==> config.mk <==
export PLATFORM = sky130hd
export DESIGN_NAME = panel_interlock_ctrl
export DESIGN_NICKNAME = d
export VERILOG_FILES = /design/src/verilog/interlock_pkg.sv /design/src/verilog/sync_if.sv /design/src/verilog/input_sync.sv /design/src/verilog/panel_interlock_ctrl.sv
export SDC_FILE = /design/constraint.sdc
export NUM_CORES = 1
export LEC_CHECK = 0
export ABC_AREA = 1
export BUFFER_PORTS_ARGS = -buffer_cell sky130_fd_sc_hd__buf_2
export CAP_MARGIN = 30
export CORE_ASPECT_RATIO = 0.75
export CORE_MARGIN = 4
export CORE_UTILIZATION = 43
export CTS_CLUSTER_DIAMETER = 150
export DETAILED_ROUTE_END_ITERATION = 8
export GPL_TIMING_DRIVEN = 0
export HOLD_SLACK_MARGIN = 0.03
export PLACE_DENSITY = 0.75
export SLEW_MARGIN = 0
export SYNTH_ARGS = -nofsm -noshare
export SYNTH_HDL_FRONTEND = slang
export SYNTH_SLANG_ARGS = --single-unit
==> constraint.sdc <==
create_clock -name pclk -period 1.95 [get_ports pclk]
set_input_delay 0.195 -clock pclk [delete_from_list [all_inputs] [get_ports pclk]]
set_output_delay 0.195 -clock pclk [all_outputs]
set_load 0.03 [all_outputs]
==> src/verilog/interlock_pkg.sv <==
// Purpose: Shared constants for the panel interlock mode controller.
// Assumes: APB slave with 32-bit data, one aligned word per register.
// Notes:   Parameter fields are held in one word; commands are write pulses.
//
// Summary of operation
// - Interlock function active only when mode select equals 7.
// - Active and connected: stop output in external mode; allow panel mode and writes.
// - Active and disconnected: force external mode; refuse panel mode requests.
// - Disconnect in panel mode switches to external regardless of start inputs.
// - After forced switch, run externally if a start input is already on.
// - External and stopped: connecting keeps it stopped and external; panel allowed.
// - External running: connect stops output, disconnect resumes with frequency signal.
// - Mode select leaving 7 in panel mode: ordinary stop input, ordinary switching.
// - Mode select 7 disables link operation; the power-on link 1 check sees only reset values (select 0, link 0), so it never enters external mode.
// - Refuse external-to-panel switch when connected and a start input is on.
// - Polarity 0 or 1 normal; 2 or 3 inverts connected meaning.
// - Forced panel-to-external switch resets the operator panel once.
// - Alarm reset only by panel stop key in panel mode.
// - Interlock function off when supply switch-over sequence is selected, except the link block: link_permit still drops at select 7.
// - Switch-over sequence selected when bypass parameter is 1 or 2.

`default_nettype none

package interlock_pkg;

   // ------------------------------------------------------------
   // Register map
   // ------------------------------------------------------------
   localparam logic [7:0] OFS_PARAM = 8'h00;
   localparam logic [7:0] OFS_CMD = 8'h04;
   localparam logic [7:0] OFS_STATUS = 8'h08;

   // ------------------------------------------------------------
   // Parameter word fields
   // ------------------------------------------------------------
   localparam int MODE_SEL_LSB = 0;
   localparam int POL_LSB = 8;
   localparam int LINK_LSB = 12;
   localparam int BYPASS_LSB = 16;
   localparam logic [7:0] MODE_SEL_RST = 8'h00;
   localparam logic [3:0] POL_RST = 4'h0;
   localparam logic [3:0] LINK_RST = 4'h0;
   localparam logic [3:0] BYPASS_RST = 4'h0;

   // ------------------------------------------------------------
   // Parameter codes
   // ------------------------------------------------------------
   localparam logic [7:0] MODE_SEL_INTERLOCK = 8'h07;
   localparam logic [7:0] MODE_SEL_PANEL_FIXED = 8'h01;
   localparam logic [7:0] MODE_SEL_EXT_FIXED = 8'h02;
   localparam logic [3:0] POL_INV_LO = 4'h2;
   localparam logic [3:0] POL_INV_HI = 4'h3;
   localparam logic [3:0] LINK_EXT_AT_POWER_ON = 4'h1;
   localparam logic [3:0] BYPASS_SEQ_LO = 4'h1;
   localparam logic [3:0] BYPASS_SEQ_HI = 4'h2;

   // ------------------------------------------------------------
   // Command and status bits
   // ------------------------------------------------------------
   localparam int CMD_REQ_PANEL = 0;
   localparam int CMD_REQ_EXT = 1;
   localparam int CMD_PANEL_RUN = 2;
   localparam int CMD_STOP_KEY = 3;
   localparam int ST_PANEL_MODE = 0;
   localparam int ST_OUT_STOP = 1;
   localparam int ST_WR_PERMIT = 2;
   localparam int ST_RUN = 3;
   localparam int ST_IL_ACTIVE = 4;
   localparam int ST_CONNECTED = 5;
   localparam int ST_ALARM = 6;
   localparam int ST_REFUSED = 7;
   localparam int ST_LINK_PERMIT = 8;

   // ------------------------------------------------------------
   // Input synchroniser
   // ------------------------------------------------------------
   localparam int SYNC_W = 3;
   localparam int SYNC_IL = 0;
   localparam int SYNC_FWD = 1;
   localparam int SYNC_REV = 2;

   typedef enum logic {MODE_EXTERNAL, MODE_PANEL} op_mode_e;

endpackage

`default_nettype wire

==> src/verilog/sync_if.sv <==
// Purpose: Carries raw terminal levels in and synchronised levels out.
// Assumes: Single clock domain.
// Notes:   Used between the controller and its input synchroniser.

`default_nettype none

interface sync_if #(parameter int W = 3);
   logic [W-1:0] raw;
   logic [W-1:0] synced;
   modport sync_side (input raw, output synced);
   modport user_side (output raw, input synced);
endinterface

`default_nettype wire

==> src/verilog/input_sync.sv <==
// Purpose: Two-flop synchroniser for the terminal inputs.
// Assumes: Inputs may change at any time relative to pclk.
// Notes:   The first stage feeds only the second stage.

`default_nettype none

module input_sync #(
   parameter int W = 3
) (
   // Clock and reset
   input wire logic pclk,
   input wire logic presetn,
   // Levels
   sync_if.sync_side sio
);

   logic [W-1:0] meta_r;
   logic [W-1:0] stable_r;

   always_ff @(posedge pclk or negedge presetn) begin
      if (!presetn) begin
         meta_r <= '0;
         stable_r <= '0;
      end else begin
         meta_r <= sio.raw;
         stable_r <= meta_r;
      end
   end

   assign sio.synced = stable_r;

endmodule

`default_nettype wire

==> src/verilog/panel_interlock_ctrl.sv <==
// Purpose: Operation-mode controller with panel interlock for a drive.
// Assumes: APB master per the protocol; terminals asynchronous to pclk.
// Notes:   Panel actions arrive as command writes; results are registered pins.
//
// Local design decisions: the register addresses and the APB interface to the registers.

`default_nettype none

module panel_interlock_ctrl (
   // Clock and reset
   input wire logic pclk,
   input wire logic presetn,
   // APB slave
   input wire logic [7:0] paddr,
   input wire logic psel,
   input wire logic penable,
   input wire logic pwrite,
   input wire logic [31:0] pwdata,
   output logic [31:0] prdata,
   output logic pready,
   output logic pslverr,
   // Terminals
   input wire logic interlock_input,
   input wire logic forward_start_input,
   input wire logic reverse_start_input,
   input wire logic ext_freq_present,
   input wire logic alarm_in,
   // Drive side
   output logic panel_mode,
   output logic output_stop,
   output logic param_write_permit,
   output logic drive_run,
   output logic panel_reset,
   output logic link_permit,
   output logic alarm_active
);
   import interlock_pkg::*;

   // ------------------------------------------------------------
   // Helper functions
   // ------------------------------------------------------------
   function automatic logic in_range(input logic [3:0] v, input logic [3:0] lo,
                                     input logic [3:0] hi);
      in_range = (v >= lo) && (v <= hi);
   endfunction

   function automatic logic is_map_addr(input logic [7:0] a);
      is_map_addr = (a == OFS_PARAM) || (a == OFS_CMD) || (a == OFS_STATUS);
   endfunction

   function automatic logic reg_hit(input logic take, input logic [7:0] a,
                                    input logic [7:0] ofs);
      reg_hit = take && (a == ofs);
   endfunction

   // ------------------------------------------------------------
   // Declarations
   // ------------------------------------------------------------
   logic [7:0] mode_sel_r;
   logic [3:0] pol_r;
   logic [3:0] link_r;
   logic [3:0] bypass_r;
   logic [7:0] mode_sel_prev_r;
   op_mode_e mode_r;
   op_mode_e mode_nxt;
   logic boot_r;
   logic panel_run_r;
   logic alarm_r;
   logic refused_r;
   logic refuse_nxt;
   logic forced_nxt;
   logic out_stop_nxt;
   logic run_nxt;
   logic [31:0] prdata_r;
   logic pready_r;
   logic pslverr_r;
   logic panel_mode_r;
   logic output_stop_r;
   logic wr_permit_r;
   logic drive_run_r;
   logic panel_reset_r;
   logic link_permit_r;
   logic wr_take;
   logic cmd_wr;
   logic req_panel;
   logic req_ext;
   logic req_run;
   logic stop_key;
   logic il_active;
   logic bypass_sel;
   logic invert;
   logic connected;
   logic start_any;
   logic leave_sel;
   logic [31:0] status_word;

   sync_if #(.W(SYNC_W)) sio();

   // ------------------------------------------------------------
   // Terminal synchronisation
   // ------------------------------------------------------------
   assign sio.raw[SYNC_IL] = interlock_input;
   assign sio.raw[SYNC_FWD] = forward_start_input;
   assign sio.raw[SYNC_REV] = reverse_start_input;

   input_sync #(.W(SYNC_W)) u_sync (
      .pclk(pclk),
      .presetn(presetn),
      .sio(sio)
   );

   // ------------------------------------------------------------
   // Interlock qualification
   // ------------------------------------------------------------
   assign bypass_sel = in_range(bypass_r, BYPASS_SEQ_LO, BYPASS_SEQ_HI);
   assign il_active = (mode_sel_r == MODE_SEL_INTERLOCK) && !bypass_sel;
   assign invert = in_range(pol_r, POL_INV_LO, POL_INV_HI);
   assign connected = sio.synced[SYNC_IL] ^ invert;
   assign start_any = sio.synced[SYNC_FWD] | sio.synced[SYNC_REV];
   assign leave_sel = (mode_sel_prev_r == MODE_SEL_INTERLOCK) &&
                      (mode_sel_r != MODE_SEL_INTERLOCK);

   // ------------------------------------------------------------
   // APB decode
   // ------------------------------------------------------------
   // One wait-free access cycle: the answer is prepared during setup, so the
   // read data comes from a flop at the cost of nothing on the master side.
   assign wr_take = psel && penable && pready_r && pwrite && !pslverr_r;
   assign cmd_wr = reg_hit(wr_take, paddr, OFS_CMD);
   assign req_panel = cmd_wr && pwdata[CMD_REQ_PANEL];
   assign req_ext = cmd_wr && pwdata[CMD_REQ_EXT];
   assign req_run = cmd_wr && pwdata[CMD_PANEL_RUN];
   assign stop_key = cmd_wr && pwdata[CMD_STOP_KEY];

   always_comb begin
      status_word = '0;
      status_word[ST_PANEL_MODE] = panel_mode_r;
      status_word[ST_OUT_STOP] = output_stop_r;
      status_word[ST_WR_PERMIT] = wr_permit_r;
      status_word[ST_RUN] = drive_run_r;
      status_word[ST_IL_ACTIVE] = il_active;
      status_word[ST_CONNECTED] = connected;
      status_word[ST_ALARM] = alarm_r;
      status_word[ST_REFUSED] = refused_r;
      status_word[ST_LINK_PERMIT] = link_permit_r;
   end

   always_ff @(posedge pclk or negedge presetn) begin
      if (!presetn) begin
         pready_r <= 1'b0;
         pslverr_r <= 1'b0;
         prdata_r <= '0;
      end else if (psel && !penable) begin
         pready_r <= 1'b1;
         pslverr_r <= !is_map_addr(paddr);
         prdata_r <= '0;
         if (!pwrite) begin
            unique case (paddr)
               OFS_PARAM: begin
                  prdata_r[MODE_SEL_LSB +: 8] <= mode_sel_r;
                  prdata_r[POL_LSB +: 4] <= pol_r;
                  prdata_r[LINK_LSB +: 4] <= link_r;
                  prdata_r[BYPASS_LSB +: 4] <= bypass_r;
               end
               OFS_STATUS: begin
                  prdata_r <= status_word;
               end
               default: begin
                  prdata_r <= '0;
               end
            endcase
         end
      end else begin
         pready_r <= 1'b0;
         pslverr_r <= 1'b0;
      end
   end

   // ------------------------------------------------------------
   // Parameter word
   // ------------------------------------------------------------
   always_ff @(posedge pclk or negedge presetn) begin
      if (!presetn) begin
         mode_sel_r <= MODE_SEL_RST;
         pol_r <= POL_RST;
         link_r <= LINK_RST;
         bypass_r <= BYPASS_RST;
      end else if (reg_hit(wr_take, paddr, OFS_PARAM)) begin
         mode_sel_r <= pwdata[MODE_SEL_LSB +: 8];
         pol_r <= pwdata[POL_LSB +: 4];
         link_r <= pwdata[LINK_LSB +: 4];
         bypass_r <= pwdata[BYPASS_LSB +: 4];
      end
   end

   always_ff @(posedge pclk or negedge presetn) begin
      if (!presetn) begin
         mode_sel_prev_r <= MODE_SEL_RST;
         boot_r <= 1'b1;
      end else begin
         mode_sel_prev_r <= mode_sel_r;
         boot_r <= 1'b0;
      end
   end

   // ------------------------------------------------------------
   // Operation mode
   // ------------------------------------------------------------
   // Only a change away from select 7 moves the mode; a later change between
   // ordinary codes keeps the mode until software requests a switch.
   always_comb begin
      mode_nxt = mode_r;
      refuse_nxt = 1'b0;
      forced_nxt = 1'b0;
      if (boot_r) begin
         if (il_active && (link_r == LINK_EXT_AT_POWER_ON)) begin
            mode_nxt = MODE_EXTERNAL;
         end
      end else if (il_active && !connected && (mode_r == MODE_PANEL)) begin
         mode_nxt = MODE_EXTERNAL;
         forced_nxt = 1'b1;
      end else if (leave_sel) begin
         if (mode_sel_r == MODE_SEL_PANEL_FIXED) begin
            mode_nxt = MODE_PANEL;
         end else if (mode_sel_r == MODE_SEL_EXT_FIXED) begin
            mode_nxt = MODE_EXTERNAL;
         end
      end else if (req_panel) begin
         if (il_active && (!connected || start_any)) begin
            refuse_nxt = 1'b1;
         end else if (!il_active &&
                      ((mode_sel_r == MODE_SEL_EXT_FIXED) || drive_run_r)) begin
            refuse_nxt = 1'b1;
         end else begin
            mode_nxt = MODE_PANEL;
         end
      end else if (req_ext) begin
         if (!il_active &&
             ((mode_sel_r == MODE_SEL_PANEL_FIXED) || drive_run_r)) begin
            refuse_nxt = 1'b1;
         end else begin
            mode_nxt = MODE_EXTERNAL;
         end
      end
   end

   always_ff @(posedge pclk or negedge presetn) begin
      if (!presetn) begin
         mode_r <= MODE_PANEL;
      end else begin
         mode_r <= mode_nxt;
      end
   end

   // Refused requests are remembered until software writes a one to clear.
   always_ff @(posedge pclk or negedge presetn) begin
      if (!presetn) begin
         refused_r <= 1'b0;
      end else if (refuse_nxt) begin
         refused_r <= 1'b1;
      end else if (reg_hit(wr_take, paddr, OFS_STATUS) && pwdata[ST_REFUSED]) begin
         refused_r <= 1'b0;
      end
   end

   // ------------------------------------------------------------
   // Panel run and alarm
   // ------------------------------------------------------------
   // A forced leave of panel mode drops the panel run, so a stopped or running
   // drive then runs only if a start terminal and the frequency signal are on.
   always_ff @(posedge pclk or negedge presetn) begin
      if (!presetn) begin
         panel_run_r <= 1'b0;
      end else if (mode_nxt != MODE_PANEL || stop_key) begin
         panel_run_r <= 1'b0;
      end else if (req_run && !alarm_r) begin
         panel_run_r <= 1'b1;
      end
   end

   always_ff @(posedge pclk or negedge presetn) begin
      if (!presetn) begin
         alarm_r <= 1'b0;
      end else if (alarm_in) begin
         alarm_r <= 1'b1;
      end else if (stop_key && (mode_r == MODE_PANEL)) begin
         alarm_r <= 1'b0;
      end
   end

   // ------------------------------------------------------------
   // Output stop and run
   // ------------------------------------------------------------
   always_comb begin
      if (il_active) begin
         out_stop_nxt = connected && (mode_nxt == MODE_EXTERNAL);
      end else begin
         out_stop_nxt = connected;
      end
      if (alarm_r || out_stop_nxt) begin
         run_nxt = 1'b0;
      end else if (mode_nxt == MODE_PANEL) begin
         run_nxt = panel_run_r && !stop_key;
      end else begin
         run_nxt = start_any && ext_freq_present;
      end
   end

   // ------------------------------------------------------------
   // Registered outputs
   // ------------------------------------------------------------
   always_ff @(posedge pclk or negedge presetn) begin
      if (!presetn) begin
         panel_mode_r <= 1'b1;
         output_stop_r <= 1'b0;
         wr_permit_r <= 1'b0;
         drive_run_r <= 1'b0;
         panel_reset_r <= 1'b0;
         link_permit_r <= 1'b0;
      end else begin
         panel_mode_r <= (mode_nxt == MODE_PANEL);
         output_stop_r <= out_stop_nxt;
         wr_permit_r <= (mode_nxt == MODE_PANEL) && connected;
         drive_run_r <= run_nxt;
         panel_reset_r <= forced_nxt;
         link_permit_r <= (mode_sel_r != MODE_SEL_INTERLOCK);
      end
   end

   assign prdata = prdata_r;
   assign pready = pready_r;
   assign pslverr = pslverr_r;
   assign panel_mode = panel_mode_r;
   assign output_stop = output_stop_r;
   assign param_write_permit = wr_permit_r;
   assign drive_run = drive_run_r;
   assign panel_reset = panel_reset_r;
   assign link_permit = link_permit_r;
   assign alarm_active = alarm_r;

endmodule

`default_nettype wire

==> metrics.log, run 1 <==
[metrics] Area growth, synth to finish: 28.6%
[metrics] highest metal layer with signal wires: met4
[metrics] placer's final routability congestion estimate: around 0.94
[metrics] CP Capture Type: flip-flop
[metrics] final worst path period share: between 90 and 100%
[metrics] DIE AREA: 8130 um2
[metrics] leakage power: 1.98 nW
[metrics] root buffer cell: clkbuf_8
[metrics] via-per-instance ratio: 5.02
[metrics] number of placed I/O pins: 91
[metrics] setup slack at placement: roughly 30 ps
[metrics] element type at the critical path start: flip-flop
[metrics] HPWL after DPL: about 5300 um
[metrics] total length of routed met2 wires: around 3600 um
[metrics] Hold EP: alarm_active
[metrics] count of final max-slew check failures: 0
[metrics] CTS tree: done
[metrics] Worst Max-Slew Pin Slew: 818 ps
[metrics] Detail Route Antenna Nets: 0
[metrics] Final Instance Area: ~3700 um2
[metrics] fill count: 587
[metrics] Reg2Reg Depth: 16
[metrics] power density over the cells: 790 nW/um2
[metrics] antenna violations before repair: 0
[metrics] unrepaired setup endpoints after global routing: true
[metrics] final core utilization: roughly three fifths
[metrics] total global routing overflow: 0
[metrics] ratio of cells with drive above 1 in the final layout: 31.7%
[metrics] commonest non-fill, non-tap cell in the layout: buf_2
[metrics] portion of the post-synthesis area used by sequential elements: 57.1%
[metrics] # Max-Cap Violations: 0
[metrics] number of global-route vias before repair: 2507
[metrics] synth unique cells: 34
[metrics] Inserted Diodes: 0
[metrics] initial core utilization: 45.2%
[metrics] nets: 461
[metrics] CP Max Fanout: 5
[metrics] path class of the lowest-slack min-delay path: primary input to flip-flop
[metrics] clock sink count: 66
[metrics] non-filler instance count after layout: 497
[metrics] hold slack final: 60.0 ps
[metrics] final critical-path setup slack: between 100 and 150 ps
[metrics] CTS clk-pin slew, worst paths: 70 ps
[metrics] Cell Rows: 25
[metrics] M1 wire length: between 3000 and 4000 um
[metrics] crit path kind: flip-flop to flip-flop
[metrics] Clock H-tree levels: 3
[metrics] leading cell types in the layout, fill and taps excluded: buf_2 (65), dfrtp_1 (64), nand2_1 (38)
[metrics] worst hold start: alarm_in
[metrics] total detailed-routing wirelength: about 7300 um
[metrics] clock latency of the later-clocked register in the worst-skew pair: 340 ps
[metrics] largest net degree at the start of global routing: 67
[metrics] number of warnings printed during yosys synthesis: 0
[metrics] number of remaining DRC errors: 0
[metrics] drt first-iter violations: 224
[metrics] Vert. Die Dim: 79.1 um
[metrics] aggregate negative setup slack: 0 ps
[metrics] Setup Viol. Count Final: 0
[metrics] number of iterations in the first detailed-routing pass: 5
[metrics] mean cell area of the mapped netlist: 9.31 um2
[metrics] clock buffers created by TritonCTS: 9
[metrics] horizontal extent of the die: 103 um
[metrics] met3 WL: 558 um
[metrics] Final Power: 2.94 mW
[metrics] worst vdd rail ir drop: 0.494 mV
[metrics] max_slew headroom: 45.4%
[metrics] synthesized instance count: between 300 and 400
[metrics] instance count along the most critical hold path: 2
[metrics] cell total after placement: 470
[metrics] placeable core area: 6410 um2
[metrics] r2r endpoint: drive_run
[metrics] port bufs: 66
[metrics] number of synthesized register bits: 66
[metrics] via count: 2496
[metrics] routed wire length per instance: 14.6 um
[metrics] worst-case clock buffer depth: 2
[metrics] worst reg-to-reg setup slack: 150 ps
[metrics] all-layer global routing usage: 19.1%
[metrics] outcome: finished, final reports clean
[metrics] Layout Skew: 12.5 ps
[metrics] required time of the critical path: 2180 ps
[metrics] placed cell area: about 3400 um2
[metrics] CP Data Arrival Time: about 2000 ps
[metrics] endpoints failing hold: 0
[metrics] Reg2Reg Launch Point: mode_sel_r[4]
[metrics] post-route minimum period: 1800 ps
[metrics] total standard cell area after synthesis: 2900 um2
[metrics] Fmax achieved: 554 MHz
[metrics] first-pass GRT wire length: 11800 um
-- logic make-up after synthesis --
family / Yosys count / synth area share (%)
and+or+nand+nor: 112 / 18.0
AOI/OAI and AO/OA: 69 / 14.0
DFF: 66 / 57.1
buffers and inverters: 59 / 9.24
muxes: 4 / 1.55
other: 1 / 0.129
-- power by group --
group	switching (mW)	internal [mW]	total (mW)
sequential	0.0127	1.39	1.40
combinational	0.161	0.0815	0.243
clock	0.507	0.790	1.30
-- synth_stat cells (all sizes together) --
cell type	count	area, um2
dfrtp	64	1600
nand2	47	191
nor2	39	164
inv	37	139
o21ai	32	160
a21oi	17	85.1
nand3	17	100
buf	13	93.8
o31ai	10	75.1
clkbuf	8	30.0
mux2	4	45.0
a32oi	3	26.3
nand3b	3	22.5
dfstp	2	52.6
nand4	2	12.5
nor4	2	18.8
o22ai	2	12.5
a22oi	1	7.51
a31o	1	8.76
a31oi	1	6.26
clkinv	1	5.00
conb	1	3.75
nor3	1	5.00
o21bai	1	7.51
o311ai	1	16.3
or2	1	6.26
-- worst max-delay path by stage --
stage / start / endpoint / slack, ps / cells past startpoint
after floorplan: pslverr / drive_run / 280 / 14
after detailed placement: paddr[1] / mode_sel_r[3] / 30 / 10
after CTS: mode_sel_r[3] / drive_run / 80 / 17
after global placement: paddr[1] / bypass_r[1] / 70 / 10
after global routing: mode_sel_r[6] / drive_run / -50 / 17
final: mode_sel_r[4] / drive_run / 150 / 16
-- final cells by class --
type	count	area [um2]	share of cell area, %
Multi-Input combinational cell	198	1050	28.1
Clock inverter	4	73.8	1.98
Clock buffer	12	155	4.16
Tap cell	81	101	2.72
Timing Repair Buffer	77	425	11.4
Buffer	21	124	3.32
Inverter	38	145	3.90
Sequential cell	66	1650	44.4
-- routing by layer --
layer,up-vias,global-route usage [%]
met2,102,31.5
met1,1188,24.5
met3,8,6.41
met5,-,0
met4,0,4.01
li1,1198,-
-- worst max-delay path, stage by stage (launching register included) --
cell and delay (ps):
dfrtp_1 420, nor2_1 120, nand2_1 90, inv_2 100, nand3_4 130, nand2_1 110, inv_2 40, nor2_1 90
nor2_1 50, nand2_1 70, nand2_1 60, nand2_2 100, nand2_4 80, nand2_2 90, nand2_1 50, inv_1 60
nor2_2 40
-- state kept, by name (all words and copies together) (netlist names), 3 cells and up --
register           count
bypass_r               4
pol_r                  4
u_sync.meta_r          3
mode_sel_r             8
mode_sel_prev_r        8
prdata                20
u_sync.sio.synced      3
link_r                 4
-- repair_timing --
item                                    in CTS  in global routing
endpoints found under the setup margin       0                  3
hold buffers                                 4                  0
buffers inserted                             0                  7
resized for setup                            0                  9
hold endpoints to repair                    67                  0
Power figures use the tool's default switching activity.
==> inputs of run 2 (changes only) <==
- SYNTH_HIERARCHICAL: default -> 1
==> run 2 against run 1 <==
Critical path depth down 5. Flip-flop and latch count stayed put. Via count shrank 2.1%. Critical path type unchanged. Critical endpoint unchanged.
==> metrics.log, run 2 <==
[metrics] most used flip-flop cell after synthesis: dfrtp_1
[metrics] CTS clk-pin slew, worst paths: 70 ps (about the same)
[metrics] CP Data Arrival Time: 2040 ps (about the same)
[metrics] cell with the most instances after synthesis: dfrtp_1
[metrics] power density over the cells: 783 nW/um2 (-0.94%)
[metrics] post-route minimum period: 1770 ps (-39.4 ps)
[metrics] Clock H-tree levels: 3 (unchanged)
[metrics] number of warnings printed during yosys synthesis: 6 (+6)
[metrics] internal power summed over all cells: 2.22 mW (-1.9%)
[metrics] largest net degree at the start of global routing: 67 (unchanged)
[metrics] portion of the post-synthesis area used by sequential elements: 55.8% (-1.3 points)
[metrics] unrepaired setup endpoints after global routing: false
[metrics] post-CTS setup repair buffer count: 0 (unchanged)
[metrics] total detailed-routing wirelength: 7290 um (+0.12%)
[metrics] drt first-iter violations: 152 (-32%)
[metrics] total standard cell area after synthesis: 2970 um2 (+2.4%)
[metrics] number of iterations in the first detailed-routing pass: 4 (-1)
[metrics] start point of the critical path: pol_r[2]
[metrics] number of placed I/O pins: 91 (unchanged)
[metrics] via-per-instance ratio: 4.99 (-0.73%)
[metrics] number of synthesized register bits: 66 (unchanged)
[metrics] Detail Route Antenna Nets: 0 (unchanged)
[metrics] post-cts resize count: 0 (unchanged)
[metrics] logic gate share of total power: 8.3% (about the same)
[metrics] Area growth, synth to finish: 24.9%
[metrics] placed cell area: 3450 um2 (+2.1%)
[metrics] first-pass GRT wire length: 11700 um (-0.53%)
[metrics] fill count: 598 (+1.9%)
[metrics] number of flops mapped to enable cells by yosys: 0 (unchanged)
[metrics] element type at the critical path start: flip-flop
[metrics] Reg2Reg Depth: 11 (-5)
[metrics] hold slack final: 62.3 ps (+2.32 ps)
[metrics] CP Capture Type: flip-flop
[metrics] root buffer cell: clkbuf_8
[metrics] endpoints failing hold: 0 (unchanged)
[metrics] all-layer global routing usage: 18.4% (-0.68 points)
[metrics] placer's final routability congestion estimate: 0.892 (-5.4%)
[metrics] Async SR Flop Fraction: 100% (unchanged)
[metrics] leakage power: 1.94 nW (-2.1%)
[metrics] Switch Pwr: 679 uW (-0.30%)
[metrics] ratio of cells with drive above 1 in the final layout: 33.0% (+1.3 points)
[metrics] antenna violations before repair: 0 (unchanged)
[metrics] Final Instance Area: 3700 um2 (-0.57%)
[metrics] clock buffers created by TritonCTS: 9 (unchanged)
[metrics] DIE AREA: 8310 um2 (+2.2%)
[metrics] ranking of synthesized cells by area: dfrtp_1 (54%), o21ai_0 (5.2%), nand2_1 (4.8%)
[metrics] via count: 2443 (-2.1%)
[metrics] number of flip-flops under the largest register name: 20 (unchanged)
[metrics] aggregate negative setup slack: 0 ps (unchanged)
[metrics] port bufs: 66 (unchanged)
[metrics] outcome: finished, final reports clean
[metrics] Reg2Reg Launch Point: pol_r[2]
[metrics] Setup Viol. Count Final: 0 (unchanged)
[metrics] relative contribution of the clock network to total power: 43.3% (-0.8 points)
[metrics] number of remaining DRC errors: 0 (unchanged)
[metrics] number of buffers inserted for hold repair after clock tree synthesis: 4 (unchanged)
[metrics] worst vdd rail ir drop: 0.568 mV (+15%)
[metrics] clock sink count: 66 (unchanged)
[metrics] horizontal extent of the die: 104 um (+1.1%)
[metrics] mean cell area of the mapped netlist: 9.54 um2 (+2.4%)
[metrics] commonest non-fill, non-tap cell in the layout: buf_2
[metrics] Net Sw Frac: 23.4% (+0.28 points)
[metrics] initial core utilization: 45.6% (+0.43 points)
[metrics] number of global-route vias before repair: 2389 (-4.7%)
[metrics] r2r endpoint: drive_run
[metrics] Vert. Die Dim: 79.9 um (+1.1%)
[metrics] leading cell types in the layout, fill and taps excluded: buf_2 (66), dfrtp_1 (64), nand2_1 (38)
[metrics] count of final max-slew check failures: 0 (unchanged)
[metrics] Layout Skew: 9.63 ps (-2.82 ps)
[metrics] Final Power: 2.90 mW (-1.5%)
[metrics] max_slew headroom: 46.0% (+0.61 points)
[metrics] Worst Max-Slew Pin Slew: 809 ps (-9.21 ps)
[metrics] crit path kind: flip-flop to flip-flop
[metrics] # Max-Cap Violations: 0 (unchanged)
[metrics] placeable core area: 6510 um2 (+1.5%)
[metrics] sequential cell fraction of total power: 48.4% (+0.7 points)
[metrics] Cell Rows: 25 (unchanged)
[metrics] worst reg-to-reg setup slack: 180 ps (+40 ps)
[metrics] cell type with the largest total area after synthesis: dfrtp_1
[metrics] clock latency of the later-clocked register in the worst-skew pair: 340 ps (about the same)
[metrics] final core utilization: 56.9% (-1.2 points)
[metrics] CP endpoint: drive_run
[metrics] CP Max Fanout: 4 (-1)
[metrics] nets: 454 (-1.5%)
[metrics] most frequent cells after synthesis: dfrtp_1 (64), nand2_1 (38), o21ai_0 (31), nor2_1 (29), inv_1 (26)
[metrics] required time of the critical path: 2220 ps (+40 ps)
[metrics] routed wire length per instance: 14.9 um (+1.6%)
[metrics] synth unique cells: 39 (+15%)
[metrics] worst-case clock buffer depth: 2 (unchanged)
[metrics] Inserted Diodes: 0 (unchanged)
[metrics] Fmax achieved: 566 MHz (+2.2%)
[metrics] area share of the leading cell type in the synthesized netlist: 54.0% (-1.3 points)
[metrics] total global routing overflow: 0 (unchanged)
[metrics] final worst path period share: 90.5% (-2.0 points)
[metrics] CTS tree: done
[metrics] HPWL after DPL: 5550 um (+4.2%)
[metrics] path class of the lowest-slack min-delay path: primary input to flip-flop
[metrics] synthesized instance count: 311 (unchanged)
## run 2: changes by cell type in the layout (fill, tap and decap cells not counted), sizes merged, moves of 3 or more
cell   previous run  this run
buf              86        81
inv              38        33
a21oi            17        14
a32oi             3         0
nand2            47        50
nor2             39        36
o22ai             2         5
o31ai            10         7
## run 2: worst min-delay path by stage
stage	startpoint	to	depth (start not counted)
after floorplan	presetn	alarm_active	0
after global placement	reverse_start_input	u_sync/meta_r[2]	1
after detailed placement	interlock_input	u_sync/meta_r[0]	1
after CTS	pwdata[4]	mode_sel_r[4]	2
after global routing	pwdata[4]	mode_sel_r[4]	2
final	alarm_in	alarm_active	2
## run 2: metrics by stage
stage / std cells / worst slack (ps)
global route: 490 / 15.5
floorplan: 323 / 285
CTS: 490 / 190
finish: 490 / 185
global placement: 470 / 204
detailed placement: 470 / 203
## run 2: power by group through the flow
stage	Sequential [mW]	Clock, mW	Combinational, mW
2_1_floorplan	1.44	0	0.120
3_3_place_gp	1.43	0	0.232
3_5_place_dp	1.43	0	0.236
4_1_cts	1.40	1.28	0.243
5_1_grt	1.40	1.36	0.267
6_report	1.40	1.25	0.242
## run 2: cell families after synthesis
logic type | after synthesis | share of synthesized area [%]
muxes | 6 | 2.28
DFF | 66 | 55.8
and+or+nand+nor | 117 | 20.2
other | 1 | 0.126
AOI/OAI and AO/OA | 65 | 12.5
buffers and inverters | 56 | 9.07
## run 2: cell type report
cell class                      count  area [um2]  share of cell area [%]
Sequential cell                    66        1650                    44.6
Multi-Input combinational cell    201        1090                    29.4
Timing Repair Buffer               70         373                    10.1
Clock buffer                       11         141                    3.82
Buffer                             22         136                    3.68
Inverter                           34         133                    3.58
Tap cell                           81         101                    2.74
Clock inverter                      5        77.6                    2.09
## run 2: metal layers
layer / GRT usage (%) / vias to the layer above / routed length, um
met2: 29.1 / 97 / 3280
li1: - / 1190 / -
met3: 8.41 / 7 / 697
met5: 0 / - / 0
met4: 2.79 / 0 / 45
met1: 23.8 / 1149 / 3260
## run 2: critical path: stages, from the launching register on
cell and delay [ps]:
dfrtp_1 420, nor2_2 140, nand3_1 90, nand2_1 140, inv_1 100, a31oi_1 360
nand2_4 110, nand2_4 90, nand2_2 60, nand2_1 50, inv_1 40, nor2_2 90
==> inputs of run 3 (changes only) <==
- CORE_ASPECT_RATIO: 0.75 -> 2
- CORE_UTILIZATION: 43 -> 51
- PLACE_DENSITY: 0.75 -> 0.85
==> run 3 against run 2 <==
Cell count is 3.7% lower. Sequential share of layout area is 1.1 points lower. Flip-flop and latch count stayed put. Critical endpoint unchanged.
==> metrics.log, run 3 (synthesis gave the netlist of run 2 again) <==
[metrics] slowest cell on the critical path: dfrtp_1
[metrics] CTS tree: done
[metrics] setup slack at placement: 165 ps (-37.5 ps)
[metrics] CP bufs+invs: 2 (unchanged)
[metrics] logic gate share of total power: 7.5% (-0.8 points)
[metrics] leading cell types in the layout, fill and taps excluded: buf_2 (67), dfrtp_1 (64), nand2_1 (38)
[metrics] aggregate negative setup slack: 0 ps (unchanged)
[metrics] routed wire length per instance: 15.2 um (+2.4%)
[metrics] total global routing overflow: 0 (unchanged)
[metrics] Cell Rows: 39 (+56%)
[metrics] Layout Skew: 6.64 ps (-2.99 ps)
[metrics] CP Data Arrival Time: 2010 ps (-30 ps)
[metrics] placer's final routability congestion estimate: 0.895 (+0.43%)
[metrics] worst-case clock buffer depth: 2 (unchanged)
[metrics] worst vdd rail ir drop: 0.843 mV (+48%)
[metrics] CTS clk-pin slew, worst paths: 50 ps (-20 ps)
[metrics] # Max-Cap Violations: 0 (unchanged)
[metrics] post-cts resize count: 0 (unchanged)
[metrics] number of placed I/O pins: 91 (unchanged)
[metrics] number of global-route vias before repair: 2487 (+4.1%)
[metrics] crit path kind: flip-flop to flip-flop
[metrics] clock buffers created by TritonCTS: 9 (unchanged)
[metrics] Area growth, synth to finish: 27.9%
[metrics] Fmax achieved: 575 MHz (+1.4%)
[metrics] clock latency of the later-clocked register in the worst-skew pair: 330 ps (about the same)
[metrics] element type at the critical path start: flip-flop
[metrics] count of final max-slew check failures: 0 (unchanged)
[metrics] Inserted Diodes: 0 (unchanged)
[metrics] root buffer cell: clkbuf_16
[metrics] horizontal extent of the die: 61.9 um (-40%)
[metrics] CP Max Fanout: 4 (unchanged)
[metrics] placeable core area: 5660 um2 (-13%)
[metrics] relative contribution of the clock network to total power: 50.1% (+6.8 points)
[metrics] unrepaired setup endpoints after global routing: false
[metrics] via count: 2446 (+0.12%)
[metrics] delay of the slowest cell on the worst path: 410 ps (about the same)
[metrics] crit path cell chain: nor2_2, nand3_1, nand2_1, inv_1, a31oi_1, nand2_4, nand2_4, nand2_2, nand2_1, inv_1, nor2_2
[metrics] required time of the critical path: 2220 ps (about the same)
[metrics] power density over the cells: 871 nW/um2 (+11%)
[metrics] HPWL after DPL: 5610 um (+1.0%)
[metrics] outcome: finished, final reports clean
[metrics] clock sink count: 66 (unchanged)
[metrics] via-per-instance ratio: 5.18 (+3.9%)
[metrics] largest net degree at the start of global routing: 37 (-45%)
[metrics] sequential cell fraction of total power: 42.5% (-5.9 points)
[metrics] final critical-path setup slack: 210 ps (+25.2 ps)
[metrics] internal power summed over all cells: 2.57 mW (+16%)
[metrics] placed cell area: 3440 um2 (-0.22%)
[metrics] all-layer global routing usage: 22.6% (+4.2 points)
[metrics] Final Instance Area: 3790 um2 (+2.4%)
[metrics] Setup Viol. Count Final: 0 (unchanged)
[metrics] nets: 456 (+0.44%)
[metrics] Vert. Die Dim: 116 um (+45%)
[metrics] leakage power: 1.99 nW (+3.0%)
[metrics] cell total after placement: 451 (-4.0%)
[metrics] ratio of cells with drive above 1 in the final layout: 33.1% (+0.083 points)
[metrics] first-pass GRT wire length: 11400 um (-2.9%)
[metrics] max_slew headroom: 52.2% (+6.1 points)
[metrics] Worst Max-Slew Pin Slew: 717 ps (-92.2 ps)
[metrics] Net Sw Frac: 22.3% (-1.1 points)
[metrics] port bufs: 66 (unchanged)
[metrics] Clock H-tree levels: 3 (unchanged)
[metrics] CP Capture Type: flip-flop
[metrics] cell class contributing the biggest share of worst-path delay: simple AND/OR/NAND/NOR gates
[metrics] final worst path period share: 89.2% (-1.3 points)
[metrics] total detailed-routing wirelength: 7190 um (-1.4%)
[metrics] drt first-iter violations: 161 (+5.9%)
[metrics] path class of the lowest-slack min-delay path: primary input to flip-flop
[metrics] non-filler instance count after layout: 472 (-3.7%)
[metrics] Detail Route Antenna Nets: 0 (unchanged)
[metrics] initial core utilization: 52.4% (+6.8 points)
[metrics] number of iterations in the first detailed-routing pass: 6 (+2)
[metrics] commonest non-fill, non-tap cell in the layout: buf_2
[metrics] post-route minimum period: 1740 ps (-25.2 ps)
[metrics] number of flip-flops under the largest register name: 20 (unchanged)
[metrics] endpoints failing hold: 0 (unchanged)
[metrics] DIE AREA: 7180 um2 (-14%)
[metrics] antenna violations before repair: 0 (unchanged)
[metrics] hold slack final: 65.0 ps (+2.75 ps)
[metrics] number of remaining DRC errors: 0 (unchanged)
[metrics] Switch Pwr: 739 uW (+8.8%)
-- run 3: cell types whose count changed in the layout (fill, tap and decap cells not counted), sizes merged --
cell / delta
buf: +2
clkbuf: +3
clkinv: -1
bufinv: -1
clkinvlp: -1
-- run 3: final timing paths --
check                                      start  slack (ps)              endpoint  cells after the start
max in group asynchronous                presetn         860            prdata[16]                      3
worst max register to register          pol_r[2]         210             drive_run                     11
min in group asynchronous                presetn         460         mode_sel_r[0]                      2
worst min register to register  u_sync/meta_r[0]         340  u_sync/sio.synced[0]                      0
worst max-delay path                    pol_r[2]         210             drive_run                     11
worst min-delay path                    alarm_in          70          alarm_active                      2
-- run 3: final cells by class --
cell class / instances / area [um2]
Inverter: 34 / 133
Sequential cell: 66 / 1650
Buffer: 22 / 136
Tap cell: 61 / 76.3
Clock buffer: 14 / 274
Timing Repair Buffer: 72 / 398
Clock inverter: 2 / 35.0
Fill cell: 449 / 1870
Multi-Input combinational cell: 201 / 1090
-- run 3: metrics by stage --
stage / utilization (%) / total power, mW
2_1_floorplan: - / 1.56
3_3_place_gp: 60.4 / 1.66
3_5_place_dp: 60.7 / 1.67
4_1_cts: 66.9 / 3.32
5_1_grt: 67.0 / 3.42
6_report: 67.0 / 3.31
-- run 3: routing by layer --
| metal | global-route usage, % | vias up | part of all wire [%] |
|---|---|---|---|
| met1 | 23.6 | 1136 | 35 |
| met2 | 36.7 | 84 | 54 |
| met4 | 15.3 | 0 | 5.4 |
| met5 | 0 | - | 0 |
| met3 | 7.69 | 30 | 6.0 |
| li1 | - | 1196 | - |
-- run 3: timing repair --
| item | in CTS | in global routing |
|---|---|---|
| setup endpoints to repair | 0 | 1 |
| buffers inserted | 0 | 1 |
| hold buffers | 4 | 0 |
| endpoints found under the hold margin | 31 | 0 |
-- run 3: power groups by stage --
stage / sequential (mW) / combinational [mW] / clock [mW]
2_1_floorplan: 1.44 / 0.120 / 0
3_3_place_gp: 1.43 / 0.232 / 0
3_5_place_dp: 1.43 / 0.240 / 0
4_1_cts: 1.40 / 0.247 / 1.67
5_1_grt: 1.41 / 0.273 / 1.74
6_report: 1.40 / 0.246 / 1.66
